--- config.mk ---
export PLATFORM = sky130hd
export DESIGN_NAME = host_cfg_reg_banks
export DESIGN_NICKNAME = d
export VERILOG_FILES = /design/src/hdl/host_cfg_pkg.sv /design/src/hdl/rom_loader.sv /design/src/hdl/host_cfg_reg_banks.sv
export SDC_FILE = /design/constraint.sdc
export NUM_CORES = 1
export LEC_CHECK = 0
export ABC_AREA = 1
export BUFFER_PORTS_ARGS = -buffer_cell sky130_fd_sc_hd__buf_4
export CORE_AREA = 2 2 124 126
export DETAILED_ROUTE_END_ITERATION = 8
export DIE_AREA = 0 0 126 128
export HOLD_SLACK_MARGIN = 0.12
export MAX_ROUTING_LAYER = met4
export PLACE_DENSITY = 0.72
export SYNTH_ARGS = -nofsm -noshare
export SYNTH_HDL_FRONTEND = slang
export SYNTH_SLANG_ARGS = --single-unit
--- constraint.sdc ---
create_clock -name ref_clk -period 8.3 [get_ports ref_clk]
set_clock_uncertainty 0.15 [all_clocks]
set_input_delay 0 -clock ref_clk [delete_from_list [all_inputs] [get_ports ref_clk]]
set_output_delay 0 -clock ref_clk [all_outputs]
set_load 0.02 [all_outputs]
--- src/hdl/host_cfg_pkg.sv ---
// Package with offsets, field positions, reset values and counts for the host config register banks
package host_cfg_pkg;
    localparam logic [3:0] BANK_SEL_OFS = 4'h0_00E;
    localparam logic [5:0] BANK_MAC = 6'h0_002;
    localparam logic [5:0] BANK_CTRL = 6'h0_003;
    localparam logic [3:0] MAC_MID_OFS = 4'h0_002;
    localparam logic [3:0] MAC_HIGH_OFS = 4'h0_004;
    localparam logic [3:0] BUS_SPEED_OFS = 4'h0_000;
    localparam logic [3:0] ROM_PORT_OFS = 4'h0_002;
    localparam logic [3:0] SELFTEST_OFS = 4'h0_004;
    localparam logic [3:0] SOFT_RESET_OFS = 4'h0_006;
    localparam int ROM_SW_EN_BIT = 4;
    localparam int ROM_DIN_BIT = 3;
    localparam int ROM_DOUT_BIT = 2;
    localparam int ROM_SCK_BIT = 1;
    localparam int ROM_CS_BIT = 0;
    localparam int TX_DONE_BIT = 12;
    localparam int TX_FAIL_BIT = 11;
    localparam int RX_DONE_BIT = 4;
    localparam int RX_FAIL_BIT = 3;
    localparam int CFG_SPEED_BIT = 1;
    localparam logic [1:0] SPEED_125 = 2'h0;
    localparam logic [1:0] SPEED_62P5 = 2'h1;
    localparam logic [1:0] SPEED_41P66 = 2'h2;
    localparam logic [1:0] SPEED_25 = 2'h3;
    localparam logic [5:0] BANK_RESET = 6'h0_000;
    localparam logic [15:0] MAC_RESET = 16'h0_000;
    localparam logic [2:0] ROM_BITS_RESET = 3'h0;
    localparam logic [1:0] SPEED_RESET = 2'h0;
    localparam logic [15:0] BASE_ADDR_DEFAULT = 16'h0_300;
    localparam logic [3:0] ROM_WORD_BASE = 4'h0;
    localparam logic [3:0] ROM_WORD_MAC_MID = 4'h2;
    localparam logic [3:0] ROM_WORD_MAC_HIGH = 4'h3;
    localparam logic [3:0] ROM_WORD_CFG = 4'h6;
    localparam int ROM_WORD_W = 16;
    localparam int ROM_CMD_W = 9;
    localparam logic [2:0] ROM_READ_OP = 3'h6;
endpackage : host_cfg_pkg

--- src/hdl/rom_loader.sv ---
// Serial EEPROM loader that fetches base address, MAC words and config word after reset
`timescale 1ns/1ps
`default_nettype none
module rom_loader #(
    parameter int CLK_DIV = 4
) (
    input wire logic ref_clk,
    input wire logic rst,
    input wire logic clkEn,
    input wire logic start,
    input wire logic romDataIn,
    output logic romCs,
    output logic romSck,
    output logic romDout,
    output logic wordValid,
    output logic [3:0] wordAddr,
    output logic [15:0] wordData,
    output logic busy
);
    typedef enum logic [1:0] {
        L_IDLE = 2'b00,
        L_SHIFT = 2'b01,
        L_GAP = 2'b10
    } load_state_t;
    load_state_t state_reg;
    logic [7:0] divCnt_reg;
    logic [4:0] bitCnt_reg;
    logic [2:0] wordIdx_reg;
    logic [15:0] cmdShift_reg;
    logic [15:0] dataShift_reg;
    logic tick;
    logic [3:0] curAddr;
    assign tick = (divCnt_reg == 8'(CLK_DIV - 1));
    always_comb begin
        unique case (wordIdx_reg)
            3'd0: curAddr = host_cfg_pkg::ROM_WORD_BASE;
            3'd1: curAddr = host_cfg_pkg::ROM_WORD_MAC_MID;
            3'd2: curAddr = host_cfg_pkg::ROM_WORD_MAC_HIGH;
            default: curAddr = host_cfg_pkg::ROM_WORD_CFG;
        endcase
    end
    // One word per frame: read opcode, 6-bit address, 16 data bits
    always_ff @(posedge ref_clk or posedge rst) begin
        if (rst) begin
            state_reg <= L_IDLE;
            divCnt_reg <= 8'h00;
            bitCnt_reg <= 5'd0;
            wordIdx_reg <= 3'd0;
            cmdShift_reg <= 16'h0000;
            dataShift_reg <= 16'h0000;
            romCs <= 1'b0;
            romSck <= 1'b0;
            romDout <= 1'b0;
            wordValid <= 1'b0;
            wordAddr <= 4'h0;
            wordData <= 16'h0000;
            busy <= 1'b0;
        end else if (clkEn) begin
            wordValid <= 1'b0;
            divCnt_reg <= tick ? 8'h00 : divCnt_reg + 8'h01;
            unique case (state_reg)
                L_IDLE: begin
                    romCs <= 1'b0;
                    romSck <= 1'b0;
                    if (start) begin
                        busy <= 1'b1;
                        wordIdx_reg <= 3'd0;
                        state_reg <= L_GAP;
                    end
                end
                L_GAP: if (tick) begin
                    if (wordIdx_reg == 3'd4) begin
                        busy <= 1'b0;
                        state_reg <= L_IDLE;
                    end else begin
                        romCs <= 1'b1;
                        // First bit is set up a half period ahead of the first rising clock
                        romDout <= host_cfg_pkg::ROM_READ_OP[2];
                        cmdShift_reg <= {host_cfg_pkg::ROM_READ_OP[1:0], 2'b00, curAddr, 8'h00};
                        bitCnt_reg <= 5'd0;
                        state_reg <= L_SHIFT;
                    end
                end
                L_SHIFT: if (tick) begin
                    romSck <= ~romSck;
                    if (!romSck) begin
                        // Sampled just before the rise, after the part has held the bit a full period
                        if (bitCnt_reg >= 5'(host_cfg_pkg::ROM_CMD_W)) begin
                            dataShift_reg <= {dataShift_reg[14:0], romDataIn};
                        end
                    end else begin
                        // Data out moves on the fall so it never changes with the rising clock
                        romDout <= cmdShift_reg[15];
                        cmdShift_reg <= {cmdShift_reg[14:0], 1'b0};
                        bitCnt_reg <= bitCnt_reg + 5'd1;
                        if (bitCnt_reg == 5'(host_cfg_pkg::ROM_CMD_W + host_cfg_pkg::ROM_WORD_W - 1)) begin
                            romCs <= 1'b0;
                            wordValid <= 1'b1;
                            wordAddr <= curAddr;
                            wordData <= dataShift_reg;
                            wordIdx_reg <= wordIdx_reg + 3'd1;
                            state_reg <= L_GAP;
                        end
                    end
                end
                default: state_reg <= L_IDLE;
            endcase
        end
    end
endmodule : rom_loader
`default_nettype wire

--- src/hdl/host_cfg_reg_banks.sv ---
// Banked host configuration registers: MAC words, bus speed, EEPROM port, self-test flags, soft reset
`timescale 1ns/1ps
`default_nettype none
module host_cfg_reg_banks #(
    parameter int ROM_CLK_DIV = 4
) (
    input wire logic ref_clk,
    input wire logic rst,
    input wire logic clkEn,
    input wire logic rom_enable_strap,
    input wire logic [3:0] hostAddr,
    input wire logic hostWrite,
    input wire logic hostRead,
    input wire logic [15:0] hostWdata,
    output logic [15:0] hostRdata,
    input wire logic rom_data_in_pin,
    output logic rom_data_out_pin,
    output logic rom_serial_clock_pin,
    output logic rom_chip_select_pin,
    input wire logic tx_buf_test_done,
    input wire logic tx_buf_test_failed,
    input wire logic rx_buf_test_done,
    input wire logic rx_buf_test_failed,
    output logic [1:0] internal_bus_speed_sel,
    output logic [15:0] baseAddr,
    output logic [15:0] mac_mid_word,
    output logic [15:0] mac_high_word,
    output logic softResetActive,
    output logic loaderBusy
);
    logic [5:0] bank_select_field;
    logic [2:0] rom_port_bits;
    logic rom_sw_access_en;
    logic strapSeen_reg;
    logic loadStart;
    logic ldCs, ldSck, ldDout, ldValid;
    logic [3:0] ldAddr;
    logic [15:0] ldData;
    logic selBank, wrMac, wrCtrl;
    logic [15:0] rdNext;

    assign selBank = (hostAddr == host_cfg_pkg::BANK_SEL_OFS);
    assign wrMac = hostWrite && !selBank && bank_select_field == host_cfg_pkg::BANK_MAC;
    assign wrCtrl = hostWrite && !selBank && bank_select_field == host_cfg_pkg::BANK_CTRL;

    // Bank select decoded ahead of the bank, so it is reachable from every bank
    always_ff @(posedge ref_clk or posedge rst) begin
        if (rst) begin
            bank_select_field <= host_cfg_pkg::BANK_RESET;
        end else if (clkEn && hostWrite && selBank) begin
            bank_select_field <= hostWdata[5:0];
        end
    end

    // Strap is sampled by a clocked process after reset release, never inside reset
    always_ff @(posedge ref_clk or posedge rst) begin
        if (rst) begin
            strapSeen_reg <= 1'b0;
        end else if (clkEn) begin
            strapSeen_reg <= 1'b1;
        end
    end
    assign loadStart = clkEn && !strapSeen_reg && rom_enable_strap;

    rom_loader #(
        .CLK_DIV(ROM_CLK_DIV)
    ) u_loader (
        .ref_clk(ref_clk),
        .rst(rst),
        .clkEn(clkEn),
        .start(loadStart),
        .romDataIn(rom_data_in_pin),
        .romCs(ldCs),
        .romSck(ldSck),
        .romDout(ldDout),
        .wordValid(ldValid),
        .wordAddr(ldAddr),
        .wordData(ldData),
        .busy(loaderBusy)
    );

    // Base address lives in the bus interface and ignores the soft reset
    always_ff @(posedge ref_clk or posedge rst) begin
        if (rst) begin
            baseAddr <= host_cfg_pkg::BASE_ADDR_DEFAULT;
        end else if (clkEn && ldValid && ldAddr == host_cfg_pkg::ROM_WORD_BASE) begin
            baseAddr <= ldData;
        end
    end

    // Host write wins over a late loader word in the same cycle
    always_ff @(posedge ref_clk or posedge rst) begin
        if (rst) begin
            mac_mid_word <= host_cfg_pkg::MAC_RESET;
            mac_high_word <= host_cfg_pkg::MAC_RESET;
        end else if (clkEn) begin
            if (wrMac && hostAddr == host_cfg_pkg::MAC_MID_OFS) begin
                mac_mid_word <= hostWdata;
            end else if (ldValid && ldAddr == host_cfg_pkg::ROM_WORD_MAC_MID) begin
                mac_mid_word <= ldData;
            end
            if (wrMac && hostAddr == host_cfg_pkg::MAC_HIGH_OFS) begin
                mac_high_word <= hostWdata;
            end else if (ldValid && ldAddr == host_cfg_pkg::ROM_WORD_MAC_HIGH) begin
                mac_high_word <= ldData;
            end
        end
    end

    always_ff @(posedge ref_clk or posedge rst) begin
        if (rst) begin
            internal_bus_speed_sel <= host_cfg_pkg::SPEED_RESET;
        end else if (clkEn) begin
            if (wrCtrl && hostAddr == host_cfg_pkg::BUS_SPEED_OFS) begin
                internal_bus_speed_sel <= hostWdata[1:0];
            end else if (ldValid && ldAddr == host_cfg_pkg::ROM_WORD_CFG) begin
                internal_bus_speed_sel <= ldData[host_cfg_pkg::CFG_SPEED_BIT] ?
                    host_cfg_pkg::SPEED_25 : host_cfg_pkg::SPEED_125;
            end
        end
    end

    always_ff @(posedge ref_clk or posedge rst) begin
        if (rst) begin
            rom_sw_access_en <= 1'b0;
            rom_port_bits <= host_cfg_pkg::ROM_BITS_RESET;
        end else if (clkEn && wrCtrl && hostAddr == host_cfg_pkg::ROM_PORT_OFS) begin
            rom_sw_access_en <= hostWdata[host_cfg_pkg::ROM_SW_EN_BIT];
            rom_port_bits <= hostWdata[2:0];
        end
    end

    always_ff @(posedge ref_clk or posedge rst) begin
        if (rst) begin
            softResetActive <= 1'b0;
        end else if (clkEn && wrCtrl && hostAddr == host_cfg_pkg::SOFT_RESET_OFS) begin
            softResetActive <= hostWdata[0];
        end
    end

    // With software access on, pins follow the bits with no sequencing; otherwise the loader makes the edges
    always_comb begin
        if (rom_sw_access_en) begin
            rom_data_out_pin = rom_port_bits[host_cfg_pkg::ROM_DOUT_BIT];
            rom_serial_clock_pin = rom_port_bits[host_cfg_pkg::ROM_SCK_BIT];
            rom_chip_select_pin = rom_port_bits[host_cfg_pkg::ROM_CS_BIT];
        end else begin
            rom_data_out_pin = ldDout;
            rom_serial_clock_pin = ldSck;
            rom_chip_select_pin = ldCs;
        end
    end

    always_comb begin
        rdNext = 16'h0000;
        if (selBank) begin
            rdNext = {10'h000, bank_select_field};
        end else if (bank_select_field == host_cfg_pkg::BANK_MAC) begin
            if (hostAddr == host_cfg_pkg::MAC_MID_OFS) begin
                rdNext = mac_mid_word;
            end else if (hostAddr == host_cfg_pkg::MAC_HIGH_OFS) begin
                rdNext = mac_high_word;
            end
        end else if (bank_select_field == host_cfg_pkg::BANK_CTRL) begin
            unique case (hostAddr)
                host_cfg_pkg::BUS_SPEED_OFS: rdNext = {14'h0000, internal_bus_speed_sel};
                host_cfg_pkg::ROM_PORT_OFS: begin
                    rdNext[host_cfg_pkg::ROM_SW_EN_BIT] = rom_sw_access_en;
                    rdNext[host_cfg_pkg::ROM_DIN_BIT] = rom_data_in_pin;
                    rdNext[2:0] = rom_port_bits;
                end
                host_cfg_pkg::SELFTEST_OFS: begin
                    rdNext[host_cfg_pkg::TX_DONE_BIT] = tx_buf_test_done;
                    rdNext[host_cfg_pkg::TX_FAIL_BIT] = tx_buf_test_failed;
                    rdNext[host_cfg_pkg::RX_DONE_BIT] = rx_buf_test_done;
                    rdNext[host_cfg_pkg::RX_FAIL_BIT] = rx_buf_test_failed;
                end
                host_cfg_pkg::SOFT_RESET_OFS: rdNext = {15'h0000, softResetActive};
                default: rdNext = 16'h0000;
            endcase
        end
    end

    // Read data registered one cycle after the read strobe
    always_ff @(posedge ref_clk or posedge rst) begin
        if (rst) begin
            hostRdata <= 16'h0000;
        end else if (clkEn && hostRead) begin
            hostRdata <= rdNext;
        end
    end

    a_bank_sel_write: assert property (@(posedge ref_clk) disable iff (rst)
        clkEn && hostWrite && selBank |=> bank_select_field == $past(hostWdata[5:0]))
        else $error("bank select not updated");
    a_bank_sel_hold: assert property (@(posedge ref_clk) disable iff (rst)
        !(clkEn && hostWrite && selBank)
        |=> $stable(bank_select_field))
        else $error("bank select changed without a write");
    a_bank_sel_read: assert property (@(posedge ref_clk) disable iff (rst)
        clkEn && hostRead && selBank
        |=> hostRdata == {10'h000, $past(bank_select_field)})
        else $error("bank select not readable");
    a_unmapped_zero: assert property (@(posedge ref_clk) disable iff (rst)
        clkEn && hostRead && !selBank && bank_select_field != host_cfg_pkg::BANK_MAC
        && bank_select_field != host_cfg_pkg::BANK_CTRL |=> hostRdata == 16'h0000)
        else $error("unmapped bank read not zero");
    a_mac_mid_write: assert property (@(posedge ref_clk) disable iff (rst)
        clkEn && wrMac && hostAddr == host_cfg_pkg::MAC_MID_OFS |=> mac_mid_word == $past(hostWdata))
        else $error("mac mid word not written");
    a_mac_high_write: assert property (@(posedge ref_clk) disable iff (rst)
        clkEn && wrMac && hostAddr == host_cfg_pkg::MAC_HIGH_OFS |=> mac_high_word == $past(hostWdata))
        else $error("mac high word not written");
    a_mac_hold: assert property (@(posedge ref_clk) disable iff (rst)
        !(clkEn && wrMac) && !(clkEn && ldValid)
        |=> $stable(mac_mid_word) && $stable(mac_high_word))
        else $error("mac word changed without a write");
    a_speed_write: assert property (@(posedge ref_clk) disable iff (rst)
        clkEn && wrCtrl && hostAddr == host_cfg_pkg::BUS_SPEED_OFS |=> internal_bus_speed_sel == $past(hostWdata[1:0]))
        else $error("speed field not writable");
    a_speed_hold: assert property (@(posedge ref_clk) disable iff (rst)
        !(clkEn && wrCtrl && hostAddr == host_cfg_pkg::BUS_SPEED_OFS)
        && !(clkEn && ldValid && ldAddr == host_cfg_pkg::ROM_WORD_CFG) |=> $stable(internal_bus_speed_sel))
        else $error("speed field changed on its own");
    a_speed_read: assert property (@(posedge ref_clk) disable iff (rst)
        clkEn && hostRead && !selBank && bank_select_field == host_cfg_pkg::BANK_CTRL
        && hostAddr == host_cfg_pkg::BUS_SPEED_OFS |=> hostRdata == {14'h0000, $past(internal_bus_speed_sel)})
        else $error("speed field read wrong");
    a_speed_load: assert property (@(posedge ref_clk) disable iff (rst)
        clkEn && ldValid && ldAddr == host_cfg_pkg::ROM_WORD_CFG && !wrCtrl
        |=> internal_bus_speed_sel == {2{$past(ldData[1])}})
        else $error("speed load wrong");
    a_base_hold: assert property (@(posedge ref_clk) disable iff (rst)
        !(clkEn && ldValid && ldAddr == host_cfg_pkg::ROM_WORD_BASE)
        |=> $stable(baseAddr))
        else $error("base address changed without a loader word");
    a_load_start: assert property (@(posedge ref_clk) disable iff (rst)
        clkEn && !strapSeen_reg && rom_enable_strap
        |=> loaderBusy)
        else $error("loader did not start after reset");
    a_no_strap_idle: assert property (@(posedge ref_clk) disable iff (rst)
        clkEn && !strapSeen_reg && !rom_enable_strap
        |=> !loaderBusy)
        else $error("loader started with strap low");
    a_sw_pins: assert property (@(posedge ref_clk) disable iff (rst)
        rom_sw_access_en |-> {rom_data_out_pin, rom_serial_clock_pin, rom_chip_select_pin} == rom_port_bits)
        else $error("sw pins not driven");
    a_port_bits_write: assert property (@(posedge ref_clk) disable iff (rst)
        clkEn && wrCtrl && hostAddr == host_cfg_pkg::ROM_PORT_OFS
        |=> rom_port_bits == $past(hostWdata[2:0]) && rom_sw_access_en == $past(hostWdata[4]))
        else $error("rom port bits not written");
    a_port_read: assert property (@(posedge ref_clk) disable iff (rst)
        clkEn && hostRead && !selBank && bank_select_field == host_cfg_pkg::BANK_CTRL
        && hostAddr == host_cfg_pkg::ROM_PORT_OFS
        |=> hostRdata[2:0] == $past(rom_port_bits) && hostRdata[4] == $past(rom_sw_access_en))
        else $error("rom port bits read wrong");
    a_loader_pins: assert property (@(posedge ref_clk) disable iff (rst)
        !rom_sw_access_en |-> rom_chip_select_pin == ldCs && rom_serial_clock_pin == ldSck)
        else $error("loader does not own pins");
    a_loader_dout: assert property (@(posedge ref_clk) disable iff (rst)
        !rom_sw_access_en |-> rom_data_out_pin == ldDout)
        else $error("loader does not own data out");
    a_din_live: assert property (@(posedge ref_clk) disable iff (rst)
        clkEn && hostRead && !selBank && bank_select_field == host_cfg_pkg::BANK_CTRL
        && hostAddr == host_cfg_pkg::ROM_PORT_OFS |=> hostRdata[3] == $past(rom_data_in_pin))
        else $error("data in not live");
    a_selftest_read: assert property (@(posedge ref_clk) disable iff (rst)
        clkEn && hostRead && !selBank && bank_select_field == host_cfg_pkg::BANK_CTRL
        && hostAddr == host_cfg_pkg::SELFTEST_OFS
        |=> hostRdata[12] == $past(tx_buf_test_done) && hostRdata[11] == $past(tx_buf_test_failed)
        && hostRdata[4] == $past(rx_buf_test_done) && hostRdata[3] == $past(rx_buf_test_failed))
        else $error("self test flags wrong");
    a_soft_reset: assert property (@(posedge ref_clk) disable iff (rst)
        clkEn && wrCtrl && hostAddr == host_cfg_pkg::SOFT_RESET_OFS |=> softResetActive == $past(hostWdata[0]))
        else $error("soft reset not following write");
    a_soft_reset_hold: assert property (@(posedge ref_clk) disable iff (rst)
        !(clkEn && wrCtrl && hostAddr == host_cfg_pkg::SOFT_RESET_OFS)
        |=> $stable(softResetActive))
        else $error("soft reset changed without a write");
    a_soft_reset_read: assert property (@(posedge ref_clk) disable iff (rst)
        clkEn && hostRead && !selBank && bank_select_field == host_cfg_pkg::BANK_CTRL
        && hostAddr == host_cfg_pkg::SOFT_RESET_OFS |=> hostRdata == {15'h0000, $past(softResetActive)})
        else $error("soft reset bit read wrong");
    a_base_kept: assert property (@(posedge ref_clk) disable iff (rst)
        softResetActive && !ldValid |=> $stable(baseAddr))
        else $error("base address disturbed");
endmodule : host_cfg_reg_banks
`default_nettype wire

==> impl_metrics.json, run 1 <==
{
  "tns_ns": 0,
  "drc": 0,
  "nets": 1063,
  "critical_path_required_ns": 8.51,
  "synth.avg_cell_area_um2": 8.12,
  "grt_max_degree": 81,
  "synth_top_family_by_area": "simple AND/OR/NAND/NOR gates",
  "hp-class": "reg2reg",
  "wl_per_cell_um": 14.9,
  "grt_pass1_vias": 6013,
  "worst_path_max_delay_cell": "nor2_4",
  "dr.pass1.iters": 7,
  "regArea_um2": 3610,
  "instances_no_fill": 1225,
  "final_hold_viol_count": 0,
  "diodes": 0,
  "leakage_nw": 4.80,
  "max_freq_mhz": 338,
  "worst_pin_slew_ns": 1.14,
  "drv_cap": 0,
  "area_delta_synth_final_pct": 26.2,
  "synth_top_cells_by_area": "dfrtp_1, nand2_1, nand3_1",
  "core_um2": 14900,
  "grt_pass1_wl_mm": 29.7,
  "vdd_ir_drop_max_uv": 137,
  "synthAdderAreaFrac_pct": 1.39,
  "synth_area_um2": 7220,
  "fin_crit_ns": 2.96,
  "path_common_cell": "nand2_1",
  "cts_tree": "built",
  "crit_path_cell_trace": "dlygate4sd3_1, buf_4, inv_1, nand2_1, nor2_4, nand3_4, a21oi_4, nand2_1, nand2_1, dlygate4sd3_1",
  "root_buffer": "clkbuf_16",
  "fin_ws_ns": 5.34,
  "drtIter0Drc": 517,
  "n_fill_cell": 1296,
  "placed_cell_area_um2": 8010,
  "synth_nets": 928,
  "synth.most_common_cell": "nand2_1",
  "syn-instance-count": 889,
  "post_cts_buffers": 0,
  "postLayoutCellArea_um2": 9100,
  "fin_util_pct": 61.2,
  "place_congestion": 0.899,
  "synth-simple-area-share_pct": 30.7,
  "io_pins": 102,
  "grtUsageTotal_pct": 23.8,
  "antenna_found_initial": 0,
  "clockBufferDepth": 2,
  "cts_sinks": 144,
  "multi_input_area_um2": 3120,
  "ctsResizeCount": 0,
  "arrival_ns": 3.16,
  "async_flop_share_pct": 100,
  "die_area_um2": 16100,
  "ys.warnings.count": 0,
  "rsz0062_at_grt": "no",
  "synth_compound_area_share_pct": 7.47,
  "totalWireLength_mm": 18.3,
  "slew_headroom_pct": 23.6,
  "gr-total-overflow": 0,
  "fin_crit_sh_pct": 35.6,
  "vias": 6286,
  "start_kind": "primary input",
  "synth_flop_cell": "dfrtp_1",
  "yosysTopAreaCell": "dfrtp_1",
  "finalSetupViolations": 0,
  "start_util_pct": 48.5,
  "yosysSeqAreaShare_pct": 50.0,
  "placedCellCount": 1149,
  "yosysTopAreaCellShare_pct": 49.2,
  "portBuffers": 101,
  "cp_max_fo": 35,
  "numCtsBuffers": 17,
  "synth_xor_area_share_pct": 0.607,
  "crit_path_end_kind": "flip-flop",
  "pre_cts_ws_ns": 5.71,
  "synthMuxAreaShare_pct": 3.12,
  "path_clk_slew_ns": 0.06,
  "htree_levels": 4,
  "p_per_area_nw_per_um2": 191,
  "die_w_um": 126,
  "setup.worst_path.class": "in2reg",
  "synth_edf_count": 0,
  "drive_above_1_share_pct": 18.5,
  "critPathMaxStageDelay_ns": 0.72,
  "ant_nets": 0,
  "synthTopCellsByCount": "nand2_1, dfrtp_1, nand3_1, inv_1, o21ai_0",
  "holdWs_ns": 0.307,
  "routed_via_density": 5.13,
  "clock_latency_ns": 0.42,
  "total_power_mw": 1.74,
  "ys_types": 38,
  "fp.dieH_um": 128,
  "fp-row-count": 45,
  "slew_viol_final": 0,
  "hpwl_mm": 12.2,
  "status": "finished, final reports clean",
  "synth-seq-cells": 144
}
## cells in the final DEF (no fill, tap or decap), types with 3 or more instances in the layout
cell type and count:
a21oi_1 7, nand2_1 373, dlygate4sd3_1 44, mux2_2 20, nor3_1 3, nand2_2 5, clkbuf_16 17, inv_1 67
xor2_1 5, or2_2 4, o21ai_0 50, a22o_1 10, nor2_1 31, inv_2 4, dfrtp_1 142, clkinv_2 4
nor2_4 6, bufinv_16 5, ha_1 8, nand4_1 5, nand3_1 75, nor2_2 4, buf_4 103, o21ai_1 18
## cells by family (layout without fill, tap and decap cells)
kind of cell             Yosys count  count (layout)
adder cells (fa/ha/maj)            8               8
multiplexers                      20              20
flip-flops                       144             144
XOR/XNOR                           5               5
AO/OA/AOI/OAI                     93              93
buffers and inverters            103             251
AND/OR/NAND/NOR                  516             516
## worst max-delay path: cells and delay by family
kind | cells | cell delay (ns)
AO/OA/AOI/OAI | 1 | 0.49
buffers and inverters | 4 | 1.33
AND/OR/NAND/NOR | 5 | 1.31
## metal layers
metal  part of all wire (%)  GRT usage [%]
met1                     45           31.7
met2                     46           35.9
met3                    5.2           4.34
met4                    3.0           10.6
met5                      0              -
## final cells by class
| type | instances | share of cell area (%) |
|---|---|---|
| clock inverter | 14 | 2.32 |
| inverter | 72 | 3.02 |
| clock buffer | 18 | 4.82 |
| multi-input combinational | 642 | 34.3 |
| tap | 188 | 2.58 |
| sequential | 144 | 39.6 |
| timing repair buffer | 147 | 13.3 |
## worst paths after layout
check	from	end	slack (ns)	depth (start not counted)
max in group asynchronous	rst	mac_high_word[12]$_DFFE_PP0P_	5.92	5
min in group asynchronous	rst	baseAddr[3]$_DFFE_PP0P_	0.68	4
worst max-delay path	hostAddr[3]	mac_high_word[9]$_DFFE_PP0P_	5.34	10
worst max register to register	bank_select_field[2]$_DFFE_PP0P_	mac_high_word[9]$_DFFE_PP0P_	5.45	8
worst min register to register	strapSeen_reg$_DFFE_PP0P_	strapSeen_reg$_DFFE_PP0P_	0.31	2
worst min-delay path	strapSeen_reg$_DFFE_PP0P_	strapSeen_reg$_DFFE_PP0P_	0.31	2
## report_power, final
group	internal, mW	leakage, nW	switching [mW]
sequential	0.727	1.93	0.0282
clock	0.540	0.316	0.299
combinational	0.0590	2.55	0.0899
## timing repair
| action | in CTS | in global routing |
|---|---|---|
| hold buffers | 44 | 0 |
| endpoints found under the setup margin | 0 | 0 |
| hold endpoints to repair | 140 | 0 |
No activity file was read; power rests on OpenSTA's default activity.
==> run 2, diff against run 1 <==
- ABC_AREA: 1 -> 0
- CORE_AREA: 2 2 124 126 -> 2 2 123 125
- DIE_AREA: 0 0 126 128 -> 0 0 125 127
- PLACE_DENSITY: 0.72 -> 0.75
- clock period: 8.3 -> 2.6 ns (I/O delays scaled with it)
==> impl_metrics.json, run 2 <==
{
  "fp.dieH_um": 127,
  "wl_per_cell_um": 20.1,
  "highest_layer": "met4",
  "portBuffers": 101,
  "power.internal_mw": 4.62,
  "totalWireLength_mm": 20.2,
  "pre_cts_ws_ns": 0.160,
  "tns_ns": 0,
  "max_freq_mhz": 403,
  "ys.warnings.count": 0,
  "synth_top_cells_by_area": "dfrtp_1, mux2_2, nand2_1",
  "vias": 6143,
  "synth_xor_area_share_pct": 0.612,
  "n_fill_cell": 1138,
  "synth_top_family_by_area": "simple AND/OR/NAND/NOR gates",
  "yosysTopAreaCellShare_pct": 49.7,
  "dr.pass1.iters": 5,
  "grt_max_degree": 145,
  "slew_viol_final": 0,
  "cts_tree": "built",
  "hp-class": "in2reg",
  "diodes": 0,
  "ant_nets": 0,
  "synth.most_common_cell": "dfrtp_1",
  "seq_power_share_pct": 42.0,
  "fin_util_pct": 63.8,
  "arrival_ns": 2.64,
  "pwr-share-clk_pct": 39.7,
  "start_util_pct": 49.6,
  "placed_cell_area_um2": 8160,
  "grt_pass1_wl_mm": 32.5,
  "gr-total-overflow": 0,
  "synth_edf_count": 0,
  "grt_pass1_vias": 6104,
  "core_um2": 14400,
  "total_power_mw": 6.49,
  "drc": 0,
  "htree_levels": 4,
  "fin_ws_ns": 0.121,
  "switchingPower_mw": 1.87,
  "synth-seq-cells": 144,
  "wl_met1_mm": 8.72,
  "yosysTopAreaCell": "dfrtp_1",
  "synth_area_um2": 7160,
  "wl_met2_mm": 9.41,
  "synth_nets": 711,
  "leakage_nw": 4.13,
  "synth_compound_area_share_pct": 16.2,
  "clock_latency_ns": 0.42,
  "numCtsBuffers": 17,
  "cp_max_fo": 16,
  "switching_share_pct": 28.8,
  "slew_headroom_pct": 47.0,
  "fin_crit_ns": 2.48,
  "pwr-share-comb_pct": 18.3,
  "root_buffer": "clkbuf_16",
  "path_clk_slew_ns": 0.06,
  "routed_via_density": 6.10,
  "antenna_found_initial": 0,
  "finalSetupViolations": 0,
  "drv_cap": 0,
  "drtIter0Drc": 594,
  "clockBufferDepth": 2,
  "cts_sinks": 144,
  "final_hold_viol_count": 0,
  "critical_path_required_ns": 2.76,
  "synth-simple-area-share_pct": 16.5,
  "io_pins": 102,
  "syn-instance-count": 672,
  "final_cell_mix": "dfrtp_1, buf_4, nand2_1, mux2_2, o21ai_0",
  "fin_crit_sh_pct": 95.3,
  "vdd_ir_drop_max_uv": 441,
  "nets": 849,
  "synthMuxAreaShare_pct": 11.2,
  "yosysSeqAreaShare_pct": 50.4,
  "worst_pin_slew_ns": 0.794,
  "crit_path_end_kind": "flip-flop",
  "status": "finished, final reports clean",
  "layout_commonest_cell": "dfrtp_1",
  "die_area_um2": 15900,
  "synthTopCellsByCount": "dfrtp_1, nand2_1, mux2_2, o21ai_0, clkbuf_1",
  "start_kind": "flip-flop",
  "synth.avg_cell_area_um2": 10.6,
  "reg2reg_slack_ns": 0.12,
  "drive_above_1_share_pct": 29.6,
  "met3WireLength_mm": 1.42,
  "hpwl_mm": 13.5,
  "async_flop_share_pct": 100,
  "place_congestion": 0.958,
  "postLayoutCellArea_um2": 9210,
  "synthAdderAreaFrac_pct": 1.40,
  "setup.worst_path.class": "reg2reg",
  "grtUsageTotal_pct": 26.6,
  "synth_flop_cell": "dfrtp_1",
  "ys_types": 64,
  "post_cts_buffers": 0,
  "die_w_um": 125,
  "area_delta_synth_final_pct": 28.6,
  "p_per_area_nw_per_um2": 705,
  "fp-row-count": 44,
  "rsz0062_at_grt": "no"
}
[run 2: cell types whose count changed after synthesis, moves of 20 or more]
cell	delta
nor3_1	+34
a22oi_1	+27
nand2b_1	+20
nand2_1	-305
mux2_2	+44
inv_1	-48
clkbuf_1	+33
nand3_1	-51
[run 2: cell type report]
type,count,area (µm²),area share [%]
Timing Repair Buffer,166,1370,14.8
Clock inverter,12,186,2.03
Tap cell,184,230,2.50
Clock buffer,20,437,4.74
Inverter,20,78.8,0.856
Sequential cell,144,3610,39.2
Multi-Input combinational cell,461,3300,35.9
[run 2: final timing paths]
path | endpoint | depth (start not counted) | startpoint
min in group asynchronous | hostRdata[13]$_DFFE_PP0P_ | 4 | rst
hold reg to reg | hostRdata[14]$_DFFE_PP0P_ | 2 | hostRdata[14]$_DFFE_PP0P_
max in group asynchronous | u_loader.wordData[8]$_DFFE_PP0P_ | 4 | rst
setup reg to reg | mac_high_word[15]$_DFFE_PP0P_ | 4 | bank_select_field[2]$_DFFE_PP0P_
setup / recovery | mac_high_word[15]$_DFFE_PP0P_ | 4 | bank_select_field[2]$_DFFE_PP0P_
hold / removal | mac_mid_word[13]$_DFFE_PP0P_ | 5 | hostAddr[0]
[run 2: stage by stage]
step                cells  hold WS [ns]
floorplan             672       -0.0332
global placement      934        0.0880
detailed placement    934        0.0924
CTS                  1007         0.128
global route         1007         0.162
finish               1007         0.149
[run 2: timing repair]
action / 4_1_cts / 5_1_grt
gates resized for setup: 0 / 4
setup endpoints to repair: 0 / 22
hold endpoints to repair: 209 / 0
hold buffers: 41 / 0
[run 2: power groups by stage]
| stage | registers, mW | logic [mW] | clock network (mW) |
|---|---|---|---|
| 6_report | 2.72 | 1.18 | 2.58 |
| 2_1_floorplan | 2.74 | 0.677 | 0 |
| 3_3_place_gp | 2.74 | 1.09 | 0 |
| 3_5_place_dp | 2.76 | 1.13 | 0 |
| 4_1_cts | 2.72 | 1.18 | 2.61 |
| 5_1_grt | 2.76 | 1.29 | 2.70 |
[run 2: worst max-delay path, cell delays in order, from the launching register on]
cell	delay (ns)
dfrtp_1	0.40
or4_4	0.57
nor4_4	0.45
nand3_2	0.41
o221a_1	0.38
[run 2: layer usage]
layer,global-route usage (%),vias to the layer above
met4,12.1,0
li1,-,2755
met1,35.1,3008
met2,40.4,326
met3,4.86,54
met5,-,-
[run 2: logic make-up (layout without fill, tap and decap cells)]
group	count (synthesis)	after routing
fa+ha+maj	8	8
mux	72	72
compound gates	157	157
simple gates	219	219
xor+xnor	5	5
buf+inv	67	218
flops	144	144
==> run 3, diff against run 2 <==
- PLACE_DENSITY: 0.75 -> 0.72
- clock period: 2.6 -> 2.4 ns (I/O delays scaled with it)
==> impl_metrics.json, run 3 (synthesis gave the netlist of run 2 again) <==
{
  "status": "finished, final reports clean",
  "place_congestion": 0.902,
  "cts_tree": "built",
  "grt_pass1_wl_mm": 32.8,
  "path_buf_inv": 2,
  "switching_share_pct": 30.5,
  "multi_input_area_um2": 3320,
  "vias": 6192,
  "cts_sinks": 144,
  "total_power_mw": 6.88,
  "core_um2": 14400,
  "fin_crit_sh_pct": 98.2,
  "leakage_nw": 4.15,
  "worst_pin_slew_ns": 0.783,
  "holdWs_ns": 0.0995,
  "dr.pass1.iters": 5,
  "drive_above_1_share_pct": 30.2,
  "timing.rr.start": "bank_select_field[2]$_DFFE_PP0P_",
  "wl_per_cell_um": 20.4,
  "vdd_ir_drop_max_uv": 476,
  "routed_via_density": 6.11,
  "hpwl_mm": 13.8,
  "diodes": 0,
  "crit_family": "buffers and inverters",
  "pwr-share-clk_pct": 37.9,
  "crit_path_cell_trace": "nor4_1, buf_4, nand2_1, o21bai_1, a31oi_1, dlygate4sd3_1",
  "ant_nets": 0,
  "area_delta_synth_final_pct": 29.8,
  "drtIter0Drc": 450,
  "critPathMaxStageDelay_ns": 0.57,
  "root_buffer": "clkbuf_16",
  "slew_headroom_pct": 47.7,
  "final_cell_mix": "dfrtp_1, buf_4, nand2_1, mux2_2, o21ai_0",
  "fin_ws_ns": 0.0422,
  "crit_path_end_kind": "flip-flop",
  "placedCellCount": 938,
  "grt_pass1_vias": 6090,
  "arrival_ns": 2.57,
  "totalWireLength_mm": 20.6,
  "wl_met2_mm": 9.74,
  "max_freq_mhz": 424,
  "tns_ns": 0,
  "portBuffers": 101,
  "ff2ff_path_depth": 6,
  "met3WireLength_mm": 1.27,
  "slew_viol_final": 0,
  "power.internal_mw": 4.78,
  "finalSetupViolations": 0,
  "final_hold_viol_count": 0,
  "layout_commonest_cell": "dfrtp_1",
  "clockBufferDepth": 2,
  "numCtsBuffers": 17,
  "highest_layer": "met4",
  "critical_path_required_ns": 2.62,
  "rr_endpoint": "hostRdata[2]$_DFFE_PP0P_",
  "die_w_um": 125,
  "cp_max_fo": 4,
  "io_pins": 102,
  "hp-start": "hostAddr[3]",
  "gr-total-overflow": 0,
  "fin_crit_ns": 2.36,
  "post_cts_buffers": 0,
  "grt_max_degree": 46,
  "grtUsageTotal_pct": 26.9,
  "instances_no_fill": 1013,
  "fp-row-count": 44,
  "htree_levels": 4,
  "die_area_um2": 15900,
  "clock_latency_ns": 0.43,
  "worstHoldEndpoint": "mac_high_word[0]$_DFFE_PP0P_",
  "drv_cap": 0,
  "setup.worst_path.class": "reg2reg",
  "start_util_pct": 49.6,
  "nets": 855,
  "p_per_area_nw_per_um2": 741,
  "switchingPower_mw": 2.10,
  "pre_cts_ws_ns": 0.0587,
  "n_fill_cell": 1150,
  "pwr-share-comb_pct": 19.2,
  "worst_path_max_delay_cell": "dlygate4sd3_1",
  "seq_power_share_pct": 43.0,
  "fp.dieH_um": 127,
  "reg2reg_slack_ns": 0.04,
  "start_kind": "flip-flop",
  "hp-class": "in2reg",
  "regArea_um2": 3610,
  "antenna_found_initial": 0,
  "rsz0062_at_grt": "no",
  "min_path_cells": 4,
  "drc": 0,
  "path_clk_slew_ns": 0.06,
  "wl_met1_mm": 9.03
}
run 3: layer usage:
metal	vias to the layer above	track usage, %
met4	0	10.5
met2	278	40.6
met3	48	4.61
met1	3084	36.7
met5	-	-
li1	2782	-
run 3: power groups by stage:
stage	Clock, mW	Combinational, mW	Sequential [mW]
global placement	0	1.18	2.97
floorplan	0	0.735	2.96
global route	2.75	1.43	3.00
finish	2.61	1.32	2.96
CTS	2.65	1.30	2.95
detailed placement	0	1.22	2.98
run 3: tightest hold or removal path, delay by kind of cell:
family	cells	cell delay [ns]
simple gates	2	0.29
compound gates	1	0.20
buf+inv	1	0.14
run 3: stage by stage:
step	util, %	cell area [µm²]
2_1_floorplan	-	7160
3_3_place_gp	57.2	8250
3_5_place_dp	57.2	8250
4_1_cts	64.1	9250
5_1_grt	64.4	9290
6_report	64.4	9290
run 3: worst max-delay path by stage:
stage	from	endpoint	depth (start not counted)	slack, ns
CTS	u_loader.divCnt_reg[0]$_DFFE_PP0P_	u_loader.dataShift_reg[10]$_DFFE_PP0P_	6	0.04
finish	bank_select_field[2]$_DFFE_PP0P_	hostRdata[2]$_DFFE_PP0P_	6	0.04
floorplan	u_loader.divCnt_reg[0]$_DFFE_PP0P_	u_loader.dataShift_reg[0]$_DFFE_PP0P_	6	0.06
detailed placement	u_loader.divCnt_reg[0]$_DFFE_PP0P_	u_loader.dataShift_reg[9]$_DFFE_PP0P_	6	0.06
global placement	u_loader.divCnt_reg[0]$_DFFE_PP0P_	u_loader.wordData[8]$_DFFE_PP0P_	6	0.14
global route	bank_select_field[2]$_DFFE_PP0P_	hostRdata[8]$_DFFE_PP0P_	5	0.02
run 3: cell type report:
| class | count | area share (%) |
|---|---|---|
| Sequential cell | 144 | 38.8 |
| Multi-Input combinational cell | 461 | 35.7 |
| Timing Repair Buffer | 172 | 15.9 |
| Clock buffer | 20 | 4.92 |
| Tap cell | 184 | 2.48 |
| Clock inverter | 12 | 1.36 |
| Inverter | 20 | 0.848 |
run 3: timing repair:
action,in CTS,in global routing
resized for setup,0,4
setup endpoints to repair,0,48
endpoints found under the hold margin,175,3
hold buffers,42,1
